==> config.mk <==
export PLATFORM = sky130hd
export DESIGN_NAME = oad_decode
export DESIGN_NICKNAME = d
export VERILOG_FILES = /design/src/oad_pkg.sv /design/src/oad_decode.sv
export SDC_FILE = /design/constraint.sdc
export NUM_CORES = 1
export LEC_CHECK = 0
export BUFFER_PORTS_ARGS = -buffer_cell sky130_fd_sc_hd__clkbuf_2
export CORE_MARGIN = 8
export CORE_UTILIZATION = 34
export DETAILED_ROUTE_END_ITERATION = 6
export PLACE_DENSITY_LB_ADDON = 0.1
export SLEW_MARGIN = 10
export SYNTH_ARGS = -nofsm -noshare
export SYNTH_HDL_FRONTEND = slang
export SYNTH_SLANG_ARGS = --single-unit
==> constraint.sdc <==
create_clock -name core_clk -period 2.9 [get_ports core_clk]
set_clock_uncertainty 0.2 [all_clocks]
set_input_delay 0.145 -clock core_clk [delete_from_list [all_inputs] [get_ports core_clk]]
set_output_delay 0.145 -clock core_clk [all_outputs]
set_load 0.01 [all_outputs]
==> src/oad_pkg.sv <==
package oad_pkg;
  localparam int DATA_W = 16;
  localparam int DEFAULT_WORKING_REGISTER_N = 16;
  localparam int WIDX_W = 4;
  localparam int NEAR_W = 13;
  localparam int LIT5_W = 5;
  localparam int LIT10_W = 10;
  localparam logic [WIDX_W-1:0] WORKING_REGISTER_ZERO = 4'h0;
  localparam logic [DATA_W-1:0] PTR_STEP = 16'h0002;
  localparam logic [DATA_W-1:0] ZERO_WORD = 16'h0000;

  typedef enum logic [2:0] {
    OAD_DIRECT = 3'h0,
    OAD_INDIRECT = 3'h1,
    OAD_POST_INC = 3'h2,
    OAD_POST_DEC = 3'h3,
    OAD_PRE_INC = 3'h4,
    OAD_PRE_DEC = 3'h5,
    OAD_LIT5 = 3'h6,
    OAD_LIT10 = 3'h7
  } oad_mode_t;

  typedef enum logic [1:0] {
    OAD_CLS_FILE = 2'h0,
    OAD_CLS_THREE = 2'h1,
    OAD_CLS_XFER = 2'h2,
    OAD_CLS_PRODUCT = 2'h3
  } oad_class_t;

  typedef struct packed {
    logic valid;
    oad_class_t cls;
    logic mac_class;
    logic [7:0] mode_allow;
    logic [NEAR_W-1:0] near_addr;
    logic [DATA_W-1:0] full_addr;
    logic to_default_working_register;
    logic [WIDX_W-1:0] base_sel;
    oad_mode_t src_mode;
    logic [WIDX_W-1:0] src_sel;
    logic [LIT10_W-1:0] literal;
    oad_mode_t dst_mode;
    logic [WIDX_W-1:0] dst_sel;
    logic dst_pair;
  } oad_req_t;

  typedef struct packed {
    logic valid;
    logic mode_error;
    logic [DATA_W-1:0] op1;
    logic op2_from_mem;
    logic [DATA_W-1:0] op2_addr;
    logic [DATA_W-1:0] op2_lit;
    logic res_to_mem;
    logic [DATA_W-1:0] res_addr;
    logic [WIDX_W-1:0] res_reg;
    logic res_pair;
  } oad_resp_t;
endpackage

==> src/oad_decode.sv <==
// Functional notes
// [RULE1] direct address from 13-bit near field
// [RULE2] working register zero is default register
// [RULE3] file result to file or default register
// [RULE4] transfer instruction reaches whole data space
// [RULE5] three-operand: op1 function op2 gives op3
// [RULE6] first operand always base working register
// [RULE7] second operand memory-fetched register or literal
// [RULE8] result to working register or memory
// [RULE9] direct, indirect, post, pre, literal modes
// [RULE10] each instruction limited to its modes; mode_allow is checked for the three-operand class only
// [RULE11] multiply-accumulate class uses separate modes
// [RULE12] indirect: pointer contents form effective address
// [RULE13] post-modify: use pointer, then step it; the source pointer is not stepped when the destination mode also modifies
// [RULE14] pre-modify: step pointer, then use it; with a modifying destination the source step is not written back
// [RULE15] near field zero-extended to data address
module oad_decode
  import oad_pkg::*;
(
  input wire logic core_clk,
  input wire logic sys_rst,
  input wire oad_req_t req,
  input wire logic [DEFAULT_WORKING_REGISTER_N*DATA_W-1:0] default_working_register_file,
  output oad_resp_t resp,
  output logic ptr_we,
  output logic [WIDX_W-1:0] ptr_idx,
  output logic [DATA_W-1:0] ptr_value
);

  // ****************************************
  // register read and pointer step
  // ****************************************
  logic [DATA_W-1:0] wr [DEFAULT_WORKING_REGISTER_N];
  genvar gi;
  generate
    for (gi = 0; gi < DEFAULT_WORKING_REGISTER_N; gi++) begin : g_rd
      assign wr[gi] = default_working_register_file[gi*DATA_W +: DATA_W];
    end
  endgenerate

  function automatic logic [DATA_W-1:0] stepped(input oad_mode_t m, input logic [DATA_W-1:0] p);
    logic [DATA_W-1:0] r;
    r = p;
    if (m == OAD_POST_INC || m == OAD_PRE_INC) begin
      r = p + PTR_STEP;
    end else if (m == OAD_POST_DEC || m == OAD_PRE_DEC) begin
      r = p - PTR_STEP;
    end
    return r;
  endfunction

  function automatic logic [DATA_W-1:0] eff_addr(input oad_mode_t m, input logic [DATA_W-1:0] p);
    logic [DATA_W-1:0] r;
    r = p; // RULE12 RULE13
    if (m == OAD_PRE_INC || m == OAD_PRE_DEC) begin
      r = stepped(m, p); // RULE14
    end
    return r;
  endfunction

  function automatic logic is_mod(input oad_mode_t m);
    return m inside {OAD_POST_INC, OAD_POST_DEC, OAD_PRE_INC, OAD_PRE_DEC};
  endfunction

  // ****************************************
  // operand resolution
  // ****************************************
  oad_resp_t next_resp;
  logic next_ptr_we;
  logic [WIDX_W-1:0] next_ptr_idx;
  logic [DATA_W-1:0] next_ptr_value;
  logic src_ok;
  logic dst_ok;

  always_comb begin
    next_resp = '0;
    next_ptr_we = 1'b0;
    next_ptr_idx = '0;
    next_ptr_value = ZERO_WORD;
    src_ok = req.mode_allow[req.src_mode]; // RULE10
    dst_ok = req.mode_allow[req.dst_mode];
    next_resp.valid = req.valid;
    if (req.valid) begin
      case (req.cls)
        OAD_CLS_FILE, OAD_CLS_PRODUCT: begin
          next_resp.op2_from_mem = 1'b1;
          next_resp.op2_addr = {{(DATA_W-NEAR_W){1'b0}}, req.near_addr}; // RULE1 RULE15
          next_resp.op1 = wr[WORKING_REGISTER_ZERO]; // RULE2
          if (req.cls == OAD_CLS_PRODUCT) begin
            next_resp.res_reg = req.dst_sel; // RULE3
            next_resp.res_pair = req.dst_pair;
          end else if (req.to_default_working_register) begin
            next_resp.res_reg = WORKING_REGISTER_ZERO; // RULE3
          end else begin
            next_resp.res_to_mem = 1'b1;
            next_resp.res_addr = {{(DATA_W-NEAR_W){1'b0}}, req.near_addr}; // RULE3
          end
        end
        OAD_CLS_XFER: begin
          next_resp.op2_from_mem = 1'b1;
          next_resp.op2_addr = req.full_addr; // RULE4
          next_resp.res_reg = req.dst_sel;
          next_resp.res_to_mem = ~req.to_default_working_register;
          next_resp.res_addr = req.full_addr;
        end
        OAD_CLS_THREE: begin
          // op3 = op1 <function> op2; function lives in the ALU
          next_resp.op1 = wr[req.base_sel]; // RULE5 RULE6
          next_resp.mode_error = req.mac_class | ~src_ok | ~dst_ok; // RULE10 RULE11
          case (req.src_mode) // RULE7 RULE9
            OAD_LIT5: next_resp.op2_lit = {{(DATA_W-LIT5_W){1'b0}}, req.literal[LIT5_W-1:0]};
            OAD_LIT10: next_resp.op2_lit = {{(DATA_W-LIT10_W){1'b0}}, req.literal};
            OAD_DIRECT: next_resp.op2_lit = wr[req.src_sel];
            default: begin
              next_resp.op2_from_mem = 1'b1;
              next_resp.op2_addr = eff_addr(req.src_mode, wr[req.src_sel]);
            end
          endcase
          case (req.dst_mode) // RULE8
            OAD_DIRECT, OAD_LIT5, OAD_LIT10: next_resp.res_reg = req.dst_sel;
            default: begin
              next_resp.res_to_mem = 1'b1;
              next_resp.res_addr = eff_addr(req.dst_mode, wr[req.dst_sel]);
            end
          endcase
          if (!next_resp.mode_error) begin
            if (is_mod(req.dst_mode)) begin
              next_ptr_we = 1'b1;
              next_ptr_idx = req.dst_sel;
              next_ptr_value = stepped(req.dst_mode, wr[req.dst_sel]); // RULE13 RULE14
            end else if (is_mod(req.src_mode)) begin
              next_ptr_we = 1'b1;
              next_ptr_idx = req.src_sel;
              next_ptr_value = stepped(req.src_mode, wr[req.src_sel]); // RULE13 RULE14
            end
          end
          if (next_resp.mode_error) begin
            next_resp.res_to_mem = 1'b0;
          end
        end
        default: next_resp.mode_error = 1'b1;
      endcase
    end
  end

  always_ff @(posedge core_clk or posedge sys_rst) begin
    if (sys_rst) begin
      resp <= '0;
      ptr_we <= 1'b0;
      ptr_idx <= '0;
      ptr_value <= ZERO_WORD;
    end else begin
      resp <= next_resp;
      ptr_we <= next_ptr_we;
      ptr_idx <= next_ptr_idx;
      ptr_value <= next_ptr_value;
    end
  end

  // ****************************************
  // checks
  // ****************************************
  AST_NEAR_ZERO_EXT: assert property (@(posedge core_clk) disable iff (sys_rst) // RULE15
    req.valid && req.cls == OAD_CLS_FILE |=> resp.op2_addr[DATA_W-1:NEAR_W] == '0)
    else $error("near address not zero-extended");
  AST_NEAR_ADDR: assert property (@(posedge core_clk) disable iff (sys_rst) // RULE1
    req.valid && req.cls == OAD_CLS_FILE |=> resp.op2_addr[NEAR_W-1:0] == $past(req.near_addr))
    else $error("near address wrong");
  AST_DEFAULT_WORKING_REGISTER_DEFAULT: assert property (@(posedge core_clk) disable iff (sys_rst) // RULE2
    req.valid && req.cls == OAD_CLS_FILE |=> resp.op1 == $past(wr[WORKING_REGISTER_ZERO]))
    else $error("default register not used");
  AST_FILE_DEST: assert property (@(posedge core_clk) disable iff (sys_rst) // RULE3
    req.valid && req.cls == OAD_CLS_FILE && req.to_default_working_register |=> !resp.res_to_mem && resp.res_reg == '0)
    else $error("file result not to default register");
  AST_XFER_FULL: assert property (@(posedge core_clk) disable iff (sys_rst) // RULE4
    req.valid && req.cls == OAD_CLS_XFER |=> resp.op2_addr == $past(req.full_addr))
    else $error("transfer address truncated");
  AST_BASE_OP: assert property (@(posedge core_clk) disable iff (sys_rst) // RULE6
    req.valid && req.cls == OAD_CLS_THREE |=> resp.op1 == $past(wr[req.base_sel]))
    else $error("first operand not base register");
  AST_LIT5: assert property (@(posedge core_clk) disable iff (sys_rst) // RULE7
    req.valid && req.cls == OAD_CLS_THREE && req.src_mode == OAD_LIT5
    |=> !resp.op2_from_mem && resp.op2_lit[DATA_W-1:LIT5_W] == '0)
    else $error("short literal wrong");
  AST_PRE_EA: assert property (@(posedge core_clk) disable iff (sys_rst) // RULE14
    req.valid && req.cls == OAD_CLS_THREE && req.src_mode == OAD_PRE_INC
    |=> resp.op2_addr == $past(wr[req.src_sel]) + PTR_STEP)
    else $error("pre-modify address wrong");
  AST_POST_EA: assert property (@(posedge core_clk) disable iff (sys_rst) // RULE13
    req.valid && req.cls == OAD_CLS_THREE && req.src_mode == OAD_POST_DEC && !is_mod(req.dst_mode)
    && !req.mac_class && req.mode_allow[OAD_POST_DEC] && req.mode_allow[req.dst_mode]
    |=> resp.op2_addr == $past(wr[req.src_sel]) && ptr_we && ptr_value == $past(wr[req.src_sel]) - PTR_STEP)
    else $error("post-modify wrong");
  AST_MODE_LIMIT: assert property (@(posedge core_clk) disable iff (sys_rst) // RULE10
    req.valid && req.cls == OAD_CLS_THREE && !req.mode_allow[req.src_mode] |=> resp.mode_error && !ptr_we)
    else $error("illegal mode accepted");
  AST_MAC_SEP: assert property (@(posedge core_clk) disable iff (sys_rst) // RULE11
    req.valid && req.cls == OAD_CLS_THREE && req.mac_class |=> resp.mode_error)
    else $error("mac class accepted here");
  AST_THREE_REG_DEST: assert property (@(posedge core_clk) disable iff (sys_rst) // RULE5
    req.valid && req.cls == OAD_CLS_THREE && req.dst_mode == OAD_DIRECT
    |=> !resp.res_to_mem && resp.res_reg == $past(req.dst_sel))
    else $error("third operand register wrong");
  AST_MEM_DEST: assert property (@(posedge core_clk) disable iff (sys_rst) // RULE8
    req.valid && req.cls == OAD_CLS_THREE && req.dst_mode == OAD_INDIRECT && !req.mac_class
    && req.mode_allow[req.src_mode] && req.mode_allow[req.dst_mode]
    |=> resp.res_to_mem && resp.res_addr == $past(wr[req.dst_sel]))
    else $error("memory result address wrong");
  AST_LIT10: assert property (@(posedge core_clk) disable iff (sys_rst) // RULE9
    req.valid && req.cls == OAD_CLS_THREE && req.src_mode == OAD_LIT10
    |=> !resp.op2_from_mem && resp.op2_lit == {{(DATA_W-LIT10_W){1'b0}}, $past(req.literal)})
    else $error("long literal wrong");
  AST_IND_EA: assert property (@(posedge core_clk) disable iff (sys_rst) // RULE12
    req.valid && req.cls == OAD_CLS_THREE && req.src_mode == OAD_INDIRECT
    |=> resp.op2_from_mem && resp.op2_addr == $past(wr[req.src_sel]))
    else $error("indirect address wrong");
  AST_IDLE_QUIET: assert property (@(posedge core_clk) disable iff (sys_rst) // RULE13
    !req.valid |=> !resp.valid && !ptr_we)
    else $error("output without request");
  AST_REFUSE_NO_WRITE: assert property (@(posedge core_clk) disable iff (sys_rst) // RULE10
    resp.mode_error |-> !resp.res_to_mem && !ptr_we)
    else $error("refused request still writes");
  AST_PRODUCT_DEST: assert property (@(posedge core_clk) disable iff (sys_rst) // RULE3
    req.valid && req.cls == OAD_CLS_PRODUCT
    |=> !resp.res_to_mem && resp.res_reg == $past(req.dst_sel) && resp.res_pair == $past(req.dst_pair))
    else $error("product destination wrong");
  AST_DST_STEP: assert property (@(posedge core_clk) disable iff (sys_rst) // RULE14
    req.valid && req.cls == OAD_CLS_THREE && req.dst_mode == OAD_PRE_DEC && !req.mac_class
    && req.mode_allow[req.src_mode] && req.mode_allow[req.dst_mode]
    |=> ptr_we && ptr_idx == $past(req.dst_sel) && resp.res_addr == $past(wr[req.dst_sel]) - PTR_STEP)
    else $error("destination pre-modify wrong");
endmodule

==> summary.txt <==
Run status
  • Run status: finished clean

Yosys
  • Yosys warnings: 0
  • Unique masters post-synth: 76
  • Mapped cell area: 11500 um2
  • Post-synth EDFFs: 0
  • Syn_area_per_cell: 11.4 um2
  • Syn Inst Count: 1009
  • Syn nets: 1347
  • Synth area leaders: mux4_2 40%, dfrtp_1 20%, mux2i_1 4.0%, a22oi_1 2.8%, nand2_1 2.8%
  • Yosys top cell area share: between 30 and 40%
  • Synth Register Bits: between 90 and 100
  • Sequential share of the synthesized area: between 20% and 30%
  • Area leader, netlist: mux4_2
  • Post-synth ARST share: 100%
  • Main synth FF type: dfrtp_1

Clock tree
  • Clk slew on worst S/H paths: 0.07 ns
  • CTS sink count: 94
  • H-tree depth: 3
  • TritonCTS clock tree: done
  • CTS Buf Count: 9
  • Clock tree buffer depth: 2
  • CTS root buf: clkbuf_16

Route
  • Antenna Nets Post-Route: 0
  • Starting DRT DRC Count: a little over 1000
  • Residual DRC count: 0
  • Avg WL per Cell: 25.3 um
  • Post-Route WL: 53000 um
  • Vias: 11985
  • Vias per cell: 5.72
  • Detailed Routing Iterations Pass 1: 5

Worst setup path
  • Crit. End Element: flop
  • Critical Path Fanout Max: 7
  • Worst path max stage delay: 0.62 ns
  • Crit-path slowest cell: mux4_2
  • CP required: 2.92 ns
  • Worst setup SP type: input pin
  • Crit path DAT: between 2 and 3 ns
  • WS Path Type: in2reg
  • Cell-by-cell trace of the critical path: buf_6, buf_12, buf_12, mux4_2, mux4_2, or4_4, a22oi_2, nand2_1, xor2_1, o22ai_1

Timing
  • Final period utilization: 97.6%
  • Fin Hold WS: ~0.028 ns
  • Minimum clock period: about 2.8 ns
  • Max Slew Vio Count: 0
  • Slew of the pin with the lowest slew margin: ~0.74 ns
  • Worst path setup slack after routing: 0.0703 ns
  • Fmax: 0.353 GHz
  • Final Hold Vio Count: 0
  • Rel. slew slack: 50.4%
  • Final setup fails: 0

Global route
  • Gr ovfl total: 0
  • Largest net degree at the start of global routing: 65
  • First-pass GRT wire length: 78900 um
  • Initial antenna violation count: 4
  • Tot GR Track Use: 25.4%
  • Vias in the first global route: ~13000

Placed design
  • GPL Wtd Cong: roughly 0.94
  • Dpl hpwl: 43500 um
  • Post-DP Area: 15600 um2
  • Setup WS pre-CTS: -0.442 ns
  • Buffers on Ports: between 400 and 500

Finish
  • Final design area excluding fillers: 17000 um2
  • Layout area overhead: 47.7%
  • Most frequent cells in the layout: 417 x clkbuf_2, 209 x buf_4, 203 x mux4_2
  • # fillers: about 3100
  • Layout Utilization: 51.0%
  • NumNets Final: 1978
  • Layout cells sized above 1: 58.2%
  • Commonest non-fill, non-tap cell in the layout: clkbuf_2

Pwr
  • Pleak: 0.00763 uW
  • Maximum vdd drop: 220 uV
  • Pwr dens: 310 nW/um2

Floorplanning
  • Die height: about 200 um
  • Row count: 67
  • Ports: 423
  • Die width: about 200 um
  • Starting Density: between 30% and 40%
  • Core area: 33400 um2
  • DIE AREA: 40100 um2

Flow run
  • Max-Cap Viols: 0

Worst hold path
  • Worst hold path class: in2reg
-- Yosys cell counts, drive strengths merged (12+ instances only) --
cell / count
a21oi: 33
nand3: 19
xor2: 25
clkbuf: 43
inv: 14
nor2b: 16
and2: 15
xnor2: 29
mux2i: 48
nor2: 61
a22oi: 45
buf: 57
and3: 23
mux4: 207
dfrtp: 94
nor3: 12
o21ai: 40
a221oi: 14
nand2: 87
nand4: 13
-- power by group --
| group | internal, uW | switching (uW) | leakage, uW |
|---|---|---|---|
| Clock | 611 | 584 | 0.000125 |
| Sequential | 1360 | 18.4 | 0.00128 |
| Combinational | 1390 | 1320 | 0.00623 |
| Total | 3370 | 1920 | 0.00763 |
-- flip-flops by register name, indices dropped and copies added, names as in the netlist --
| register | cells |
|---|---|
| ptr_idx | 4 |
| ptr_we | 1 |
| resp | 73 |
| ptr_value | 16 |
-- stage by stage --
step | instances | power, uW | TNS (ns)
4_1_cts | 2076 | 5220 | 0
3_5_place_dp | 1996 | 3930 | -9.74
3_3_place_gp | 1996 | 3920 | -8.59
2_1_floorplan | 1009 | 2820 | -1.38
6_report | 2096 | 5290 | 0
5_1_grt | 2096 | 5560 | -0.0252
-- final timing paths --
path / from / end / slack [ns] / cells past startpoint
setup / recovery: req[18] / resp[50] / 0.07 / 10
hold / removal: req[42] / resp[50] / 0.03 / 4
max in group asynchronous: sys_rst / resp[30] / 1.48 / 4
min in group asynchronous: sys_rst / resp[37] / 0.18 / 3
-- kinds of logic after synthesis --
family	count (synthesis)	share of synthesized area, %
compound gates	199	12.0
xor+xnor	54	4.10
fa+ha+maj	9	0.976
buf+inv	116	5.37
flops	94	20.4
mux	257	45.0
simple gates	280	12.1
-- layer usage --
metal / global-route usage (%) / vias up / part of all wire [%]
met1: 33.0 / 5955 / 42
met5: 0 / - / 0.032
li1: - / 5344 / -
met2: 42.1 / 608 / 49
met3: 5.49 / 76 / 7.2
met4: 7.04 / 2 / 2.5
-- area by class of cell --
cell class                      count  area (um2)  area share (%)
Multi-Input combinational cell    799        8920            52.4
Sequential cell                    94        2350            13.8
Clock inverter                      4        31.3           0.184
Tap cell                          448         561            3.29
Antenna cell                        3        7.51          0.0440
Timing Repair Buffer              720        4860            28.5
Inverter                           16        62.6           0.367
Clock buffer                       12         246            1.45
-- worst max-delay path: cells and delay by family --
| family | cells | cell delay, ns |
|---|---|---|
| AOI/OAI and AO/OA | 2 | 0.33 |
| xor gates and xnor gates | 1 | 0.17 |
| and+or+nand+nor | 2 | 0.65 |
| buffers and inverters | 3 | 0.37 |
| muxes | 2 | 1.17 |
-- what timing repair did --
item | 4_1_cts | 5_1_grt
setup endpoints to repair | 5 | 29
hold endpoints to repair | 92 | 0
buffers inserted | 4 | 15
resized for setup | 7 | 56
cloned | 0 | 3
hold buffers | 60 | 0
pin swaps | 1 | 28
(Power assumes the default switching activity.)
